## config.mk

```make
export PLATFORM = sky130hd
export DESIGN_NAME = cesd_selector
export DESIGN_NICKNAME = d
export VERILOG_FILES = /design/src/cesd_pkg.sv /design/src/cesd_selector.sv
export SDC_FILE = /design/constraint.sdc
export NUM_CORES = 1
export LEC_CHECK = 0
export BUFFER_PORTS_ARGS = -buffer_cell sky130_fd_sc_hd__buf_2
export CELL_PAD_IN_SITES_DETAIL_PLACEMENT = 1
export CELL_PAD_IN_SITES_GLOBAL_PLACEMENT = 2
export CORE_UTILIZATION = 19
export DETAILED_ROUTE_END_ITERATION = 10
export GPL_ROUTABILITY_DRIVEN = 0
export HOLD_SLACK_MARGIN = 0.12
export PLACE_DENSITY_LB_ADDON = 0.1
export SLEW_MARGIN = 15
export SYNTH_ARGS = -nofsm -noshare
export SYNTH_HDL_FRONTEND = slang
export SYNTH_SLANG_ARGS = --single-unit
```

## constraint.sdc

```tcl
create_clock -name ref_clk -period 1.3 [get_ports ref_clk]
set_input_delay 0.26 -clock ref_clk [delete_from_list [all_inputs] [get_ports ref_clk]]
set_output_delay 0.26 -clock ref_clk [all_outputs]
set_load 0.05 [all_outputs]
```

## src/cesd_pkg.sv

```systemverilog
package cesd_pkg;

    localparam logic [7:0] CESD_EV_FP_SIMD = 8'hCC;
    localparam logic [7:0] CESD_EV_DECODE = 8'hD0;
    localparam logic [7:0] CESD_EV_UOPS = 8'hD1;
    localparam logic [7:0] CESD_EV_RENAME = 8'hD2;
    localparam logic [7:0] CESD_EV_SEG_STALL = 8'hD4;
    localparam logic [7:0] CESD_EV_ES_RENAME = 8'hD5;

    localparam logic [7:0] CESD_UM_01 = 8'h01;
    localparam logic [7:0] CESD_UM_02 = 8'h02;
    localparam logic [7:0] CESD_UM_03 = 8'h03;
    localparam logic [7:0] CESD_UM_04 = 8'h04;
    localparam logic [7:0] CESD_UM_08 = 8'h08;
    localparam logic [7:0] CESD_UM_0F = 8'h0F;

    // longest instruction the decoders handle without the sequencer
    localparam int CESD_SEQ_UOP_THRESHOLD = 4;

    typedef enum logic [1:0] {
        CESD_CLASS_NONE,
        CESD_CLASS_FLOAT,
        CESD_CLASS_SIMD
    } cesd_class_t;

    typedef struct packed {
        logic [7:0] event_code;
        logic [7:0] unit_mask;
    } cesd_select_t;

    // per-cycle occurrences from front end and rename stage
    typedef struct packed {
        logic float_inst;
        logic simd_inst;
        logic inst_decoded;
        logic seq_uop;
        logic stack_op_folding;
        logic stack_delta_sync;
        logic flag_stall;
        logic partial_reg_stall;
        logic read_port_stall;
        logic serialization_stall;
        logic fp_status_word_stall;
        logic segment_rename_stall;
        logic extra_segment_rename;
    } cesd_events_t;

endpackage

```

## src/cesd_selector.sv

```systemverilog
`timescale 1ns/1ps
// Behaviour
// - CCH/01H: first float after simd op
// - CCH/02H: first simd after float op
// - CCH/03H: every float/simd transition either way
// - D0H/01H: every decoded instruction counted
// - D1H/02H: sequencer micro-ops counted
// - D1H/04H: folded stack-pointer instructions counted
// - D1H/08H: stack delta sync operations counted
// - D2H/01H: flag stall cycles counted
// - D2H/02H: partial register stall cycles counted
// - D2H/04H: read-port stall cycles, retries recounted
// - D2H/08H: serialization stall cycles counted
// - D2H/0FH: flag, partial register, read-port or FP status word stall cycles counted, not serialization
// - D4H/01H: segment rename stall cycles counted
// - D5H/01H: extra segment renames counted
module cesd_selector (
    input wire logic ref_clk,
    input wire logic rstn,
    input wire cesd_pkg::cesd_select_t sel,
    input wire cesd_pkg::cesd_events_t ev,
    output logic increment
);
    import cesd_pkg::*;

    ////////////////////////////////////////////////////////////////////////
    // last float/simd class seen

    cesd_class_t last_class_reg;
    cesd_class_t last_class_next;
    logic increment_reg;
    logic increment_next;
    logic to_float;
    logic to_simd;

    // a cycle with both kinds keeps order float then simd
    always_comb begin
        to_float = ev.float_inst && !ev.simd_inst && (last_class_reg == CESD_CLASS_SIMD);
        to_simd = ev.simd_inst && (ev.float_inst || last_class_reg == CESD_CLASS_FLOAT);
        last_class_next = last_class_reg;
        if (ev.simd_inst) begin
            last_class_next = CESD_CLASS_SIMD;
        end else if (ev.float_inst) begin
            last_class_next = CESD_CLASS_FLOAT;
        end
    end

    ////////////////////////////////////////////////////////////////////////
    // event select

    function automatic logic hit(input cesd_select_t s, input logic [7:0] code,
                                 input logic [7:0] mask);
        hit = (s.event_code == code) && (s.unit_mask == mask);
    endfunction

    always_comb begin
        increment_next = 1'b0;
        if (hit(sel, CESD_EV_FP_SIMD, CESD_UM_01)) begin
            increment_next = to_float;
        end else if (hit(sel, CESD_EV_FP_SIMD, CESD_UM_02)) begin
            increment_next = to_simd;
        end else if (hit(sel, CESD_EV_FP_SIMD, CESD_UM_03)) begin
            increment_next = to_float || to_simd;
        end else if (hit(sel, CESD_EV_DECODE, CESD_UM_01)) begin
            increment_next = ev.inst_decoded;
        end else if (hit(sel, CESD_EV_UOPS, CESD_UM_02)) begin
            increment_next = ev.seq_uop;
        end else if (hit(sel, CESD_EV_UOPS, CESD_UM_04)) begin
            increment_next = ev.stack_op_folding;
        end else if (hit(sel, CESD_EV_UOPS, CESD_UM_08)) begin
            increment_next = ev.stack_delta_sync;
        end else if (hit(sel, CESD_EV_RENAME, CESD_UM_01)) begin
            increment_next = ev.flag_stall;
        end else if (hit(sel, CESD_EV_RENAME, CESD_UM_02)) begin
            increment_next = ev.partial_reg_stall;
        end else if (hit(sel, CESD_EV_RENAME, CESD_UM_04)) begin
            increment_next = ev.read_port_stall;
        end else if (hit(sel, CESD_EV_RENAME, CESD_UM_08)) begin
            increment_next = ev.serialization_stall;
        end else if (hit(sel, CESD_EV_RENAME, CESD_UM_0F)) begin
            increment_next = ev.read_port_stall || ev.partial_reg_stall
                || ev.flag_stall || ev.fp_status_word_stall;
        end else if (hit(sel, CESD_EV_SEG_STALL, CESD_UM_01)) begin
            increment_next = ev.segment_rename_stall;
        end else if (hit(sel, CESD_EV_ES_RENAME, CESD_UM_01)) begin
            increment_next = ev.extra_segment_rename;
        end
    end

    always_ff @(posedge ref_clk or negedge rstn) begin
        if (!rstn) begin
            last_class_reg <= CESD_CLASS_NONE;
            increment_reg <= 1'b0;
        end else begin
            last_class_reg <= last_class_next;
            increment_reg <= increment_next;
        end
    end

    assign increment = increment_reg;

    function automatic logic pair_listed(input cesd_select_t s);
        pair_listed = hit(s, CESD_EV_FP_SIMD, CESD_UM_01)
            || hit(s, CESD_EV_FP_SIMD, CESD_UM_02)
            || hit(s, CESD_EV_FP_SIMD, CESD_UM_03)
            || hit(s, CESD_EV_DECODE, CESD_UM_01)
            || hit(s, CESD_EV_UOPS, CESD_UM_02)
            || hit(s, CESD_EV_UOPS, CESD_UM_04)
            || hit(s, CESD_EV_UOPS, CESD_UM_08)
            || hit(s, CESD_EV_RENAME, CESD_UM_01)
            || hit(s, CESD_EV_RENAME, CESD_UM_02)
            || hit(s, CESD_EV_RENAME, CESD_UM_04)
            || hit(s, CESD_EV_RENAME, CESD_UM_08)
            || hit(s, CESD_EV_RENAME, CESD_UM_0F)
            || hit(s, CESD_EV_SEG_STALL, CESD_UM_01)
            || hit(s, CESD_EV_ES_RENAME, CESD_UM_01);
    endfunction
endmodule // cesd_selector

```

# --- Word level (Yosys, flattened, before mapping) ---
# Cells that the tools add are included.
totals:
  word_cells: 56
  input_bits: 31
  output_inout_bits: 1
  register_bits: 3
op_classes:
  reduce_logical: 24
  muxes: 16
  n_eq_ne: 14
op_table:
  columns: ["op", "count"]
  rows:
  - ["$eq A8 B8 Y1 const B", 6]
  - ["$logic_and A1 B1 Y1", 17]
  - ["$eq A8 B2 Y1 const B", 2]
  - ["$eq A8 B4 Y1 const B", 2]
  - ["$mux W1", 14]
  - ["$eq A8 B1 Y1 const B", 1]
  - ["$eq A8 B3 Y1 const B", 1]
  - ["$logic_or A1 B1 Y1", 5]
  - ["$mux W2", 2]
  - ["$eq A2 B1 Y1 const B", 1]
  - ["$eq A2 B2 Y1 const B", 1]
  - ["$reduce_bool A2 Y1", 1]
  - ["$logic_not A1 Y1", 1]

# --- Depth between registers and ports, before layout ---
logic_depth:
  word_depth: 16
  ltp_mapped: 7
  ltp_nobuf: 6

# --- Least setup slack after synthesis ---
# No wires, ideal clock.
synth_timing:
  path_type: "input port to flip-flop"
  startpoint: "input sel[5] (netlist name)"
  endpoint: "register increment_reg, in the netlist increment"
  path_buffers: 0
  required_ns: 1.214
  cell_stages: 6
  arrival_ns: 1.885
  path_slack_ns: -0.671
  setup_ns: 0.086
  path_cell_list: "or4_4 or4_4 nor2b_4 a32oi_1 a221o_1 a32oi_1"
synth_between:
  elab_chain_cells: 16
synth_lines:
  columns: ["element", "line", "text"]
  rows:
  - ["start, declared", "cesd_selector.sv:20", "input wire cesd_pkg::cesd_select_t sel,"]
  - ["$eq A8 B1 Y1", "cesd_selector.sv:53", "hit = (s.event_code == code) && (s.unit_mask == mask);"]
  - ["$logic_and A1 B1 Y1", "cesd_selector.sv:53", null]
  - ["$mux W1", "cesd_selector.sv:85", "end else if (hit(sel, CESD_EV_ES_RENAME, CESD_UM_01)) begin"]
  - ["$mux W1", "cesd_selector.sv:83", "end else if (hit(sel, CESD_EV_SEG_STALL, CESD_UM_01)) begin"]
  - ["$mux W1", "cesd_selector.sv:80", "end else if (hit(sel, CESD_EV_RENAME, CESD_UM_0F)) begin"]
  - ["$mux W1", "cesd_selector.sv:78", "end else if (hit(sel, CESD_EV_RENAME, CESD_UM_08)) begin"]
  - ["$mux W1", "cesd_selector.sv:76", "end else if (hit(sel, CESD_EV_RENAME, CESD_UM_04)) begin"]
  - ["$mux W1", "cesd_selector.sv:74", "end else if (hit(sel, CESD_EV_RENAME, CESD_UM_02)) begin"]
  - ["$mux W1", "cesd_selector.sv:72", "end else if (hit(sel, CESD_EV_RENAME, CESD_UM_01)) begin"]
  - ["$mux W1", "cesd_selector.sv:70", "end else if (hit(sel, CESD_EV_UOPS, CESD_UM_08)) begin"]
  - ["$mux W1", "cesd_selector.sv:68", "end else if (hit(sel, CESD_EV_UOPS, CESD_UM_04)) begin"]
  - ["$mux W1", "cesd_selector.sv:66", "end else if (hit(sel, CESD_EV_UOPS, CESD_UM_02)) begin"]
  - ["$mux W1", "cesd_selector.sv:64", "end else if (hit(sel, CESD_EV_DECODE, CESD_UM_01)) begin"]
  - ["$mux W1", "cesd_selector.sv:62", "end else if (hit(sel, CESD_EV_FP_SIMD, CESD_UM_03)) begin"]
  - ["$mux W1", "cesd_selector.sv:60", "end else if (hit(sel, CESD_EV_FP_SIMD, CESD_UM_02)) begin"]
  - ["$mux W1 (*)", "cesd_selector.sv:58", "if (hit(sel, CESD_EV_FP_SIMD, CESD_UM_01)) begin"]
  - ["via increment_next", "cesd_selector.sv:32", "logic increment_next;"]
  - ["end signal, assigned", "cesd_selector.sv:96", "increment_reg <= increment_next;"]
  - ["end, declared", "cesd_selector.sv:31", "logic increment_reg;"]
# Mark *: on every way through the listed nets, which the timed path passes. The rest lies on a longest branch.
# A chain may end at the register's enable or synchronous reset.

# --- Final worst setup path ---
# Same ends and word-level chain as after synthesis.

==> flow_metrics.tcl <==
set metrics [dict create \
    hp-class "input pin to register" \
    synth.area.top_cells "dfrtp_1, nand3b_1, nor4b_1" \
    maxCapViolCount 0 \
    fin_cells 139 \
    synth_edf_count 0 \
    ios 32 \
    n_fill_cell 288 \
    drtAntennaViolNets 0 \
    dp_slack_ns -0.855 \
    max_freq_ghz 0.530 \
    hold_start "ev[11]" \
    r2r_setup_slack_ns 0.08 \
    fin_crit_ns 1.89 \
    cp-end-kind "register" \
    maxSlewHeadroom 0.719 \
    syn-instance-count 59 \
    yosysUniqueCellTypes 32 \
    drt_iter0_markers 8 \
    tightest_slew_ns 0.415 \
    io_buffers 31 \
    synth_ff_type "dfrtp_1" \
    setup_ws_ns -0.585 \
    maxSlewViolCount 0 \
    hold_viol 0 \
    powerDensity_nw_per_um2 520 \
    initial_core_util 0.202 \
    grtUsageTotal 0.138 \
    die_area_sq_um 2580 \
    layout.nets 143 \
    ys_top_cells_by_count "nor2_1, nand3b_1, nor3_1" \
    vias 669 \
    drt-pass1-iter-count 4 \
    rr_startpoint "last_class_reg[0]$_DFFE_PN0P_" \
    leakage_nw 0.384 \
    via_per_inst 4.81 \
    die_width_um 50.8 \
    syn_area_per_cell_sq_um 7.66 \
    setup_viol 1 \
    whs_endpoint "last_class_reg[0]$_DFFE_PN0P_" \
    die_h_um 50.8 \
    cp.required_ns 1.45 \
    cts_tree "done" \
    min_path_cells 2 \
    fin_crit_sh 1.45 \
    grt_pass1_wl_mm 2.69 \
    grt_max_degree 9 \
    syn_area_sq_um 452 \
    yosysWarnings 0 \
    synth_top_area_frac 0.166 \
    largest_reg_flops 2 \
    worst_setup_path_start_kind "input pin" \
    antenna_found_initial 0 \
    core_sq_um 2230 \
    drive_gt1_frac 0.514 \
    grt_overflow 0 \
    clk_latency_ns 0.24 \
    r2r_end "increment$_DFF_PN0_" \
    cts.htree.levels 1 \
    cts.sinks 3 \
    rsz0062_at_grt "true" \
    async_flop_share 1.00 \
    clk_pin_slew_worst_paths_ns 0.04 \
    drt-total-wl_mm 1.59 \
    cts_setup_buffers 0 \
    worst-endpoint-arrival_ns 2.04 \
    violations "setup timing" \
    fin_skew_ns 0.00511 \
    synth_area_leader_cell "dfrtp_1" \
    drcViolationCount 0 \
    grt_pass1_vias 666 \
    syn_nets 90 \
    critical_path_class "input pin to register" \
    path_max_fanout 4 \
    synth_seq_cells 3 \
    syn_to_final_growth_pct 80.6 \
    cts_root_buf "clkbuf_4" \
    fin_util 0.365 \
    cts-buffers-inserted 3 \
    clock_path_buffers 2 \
    dpl.hpwl_mm 1.36 \
    dpl.cell_count 134 \
    wl_per_cell_um 11.4 \
    diodes 0 \
    yosysSeqAreaShare 0.166 \
    synth.most_common_cell "nor2_1" \
    ir_drop_uv 700 \
    status "finished, violations left" \
    r2r_cells 6 \
    fp-row-count 17 \
]
## where the power goes
| part | internal (mW) | switching [mW] | leakage (nW) |
|---|---|---|---|
| Sequential | 0.0982 | 0.00238 | 0.0372 |
| Combinational | 0.0925 | 0.0648 | 0.332 |
| Clock | 0.115 | 0.0510 | 0.0150 |
| Total | 0.306 | 0.118 | 0.384 |
## cell type report
class                      instances  area, sq um  area share
tap                               28         35.0      0.0429
timing repair buffer              51          314       0.385
clock buffer                       4         26.3      0.0322
inverter                           2         7.51     0.00920
multi-input combinational         51          358       0.439
sequential                         3         75.1      0.0920
## placed cells by master (no fill, tap or decap), types with 2 or more instances in the layout
| cell type | n |
|---|---|
| nand3_1 | 2 |
| buf_4 | 19 |
| nand3b_1 | 5 |
| nor3b_1 | 2 |
| nor2_1 | 6 |
| nand4_1 | 2 |
| a21oi_1 | 2 |
| a32oi_1 | 2 |
| nor4b_1 | 3 |
| nor3_1 | 4 |
| clkbuf_4 | 3 |
| or4_4 | 2 |
| o21ai_0 | 2 |
| inv_1 | 2 |
| mux2i_1 | 2 |
| dfrtp_1 | 3 |
| buf_2 | 30 |
## worst max path at each step
stage,start,endpoint
after global routing,sel[5],increment$_DFF_PN0_
after global placement,sel[5],increment$_DFF_PN0_
after CTS,sel[5],increment$_DFF_PN0_
after detailed placement,sel[5],increment$_DFF_PN0_
after floorplan,sel[5],increment$_DFF_PN0_
final,sel[5],increment$_DFF_PN0_
## worst max-delay path, stage by stage
cell and delay [ns]:
buf_6 0.09, or4_4 0.55, or4_4 0.45, nor2b_4 0.13, a32oi_1 0.09, a221o_1 0.31, a32oi_1 0.15
## layer usage
layer	part of all wire	routed length [um]	global-route usage
met4	0	0	0
met1	0.50	802	0.168
met3	0.065	103	0.0576
met5	0	0	0
met2	0.43	684	0.238
## per-stage QoR
stage / power (mW) / instance area [sq um] / hold WS [ns] / setup TNS, ns
CTS: 0.432 / 816 / 0.230 / -0.582
finish: 0.424 / 816 / 0.230 / -0.585
global placement: 0.255 / 773 / 0.0612 / -0.820
floorplan: 0.152 / 452 / -0.0356 / -0.671
detailed placement: 0.257 / 773 / 0.0603 / -0.855
global route: 0.460 / 816 / 0.239 / -0.641
## cell families after synthesis
| kind of cell | Yosys count | synth area share |
|---|---|---|
| multiplexers | 2 | 0.0443 |
| AND/OR/NAND/NOR | 36 | 0.535 |
| AO/OA/AOI/OAI | 13 | 0.213 |
| flip-flops | 3 | 0.166 |
| buffers and inverters | 5 | 0.0416 |
## timing repair
item	in CTS	in global routing
endpoints found under the setup margin	1	1
pin swaps	0	1
hold buffers	1	0
endpoints found under the hold margin	3	0
resized for setup	1	0
Power figures use the tool's default switching activity.
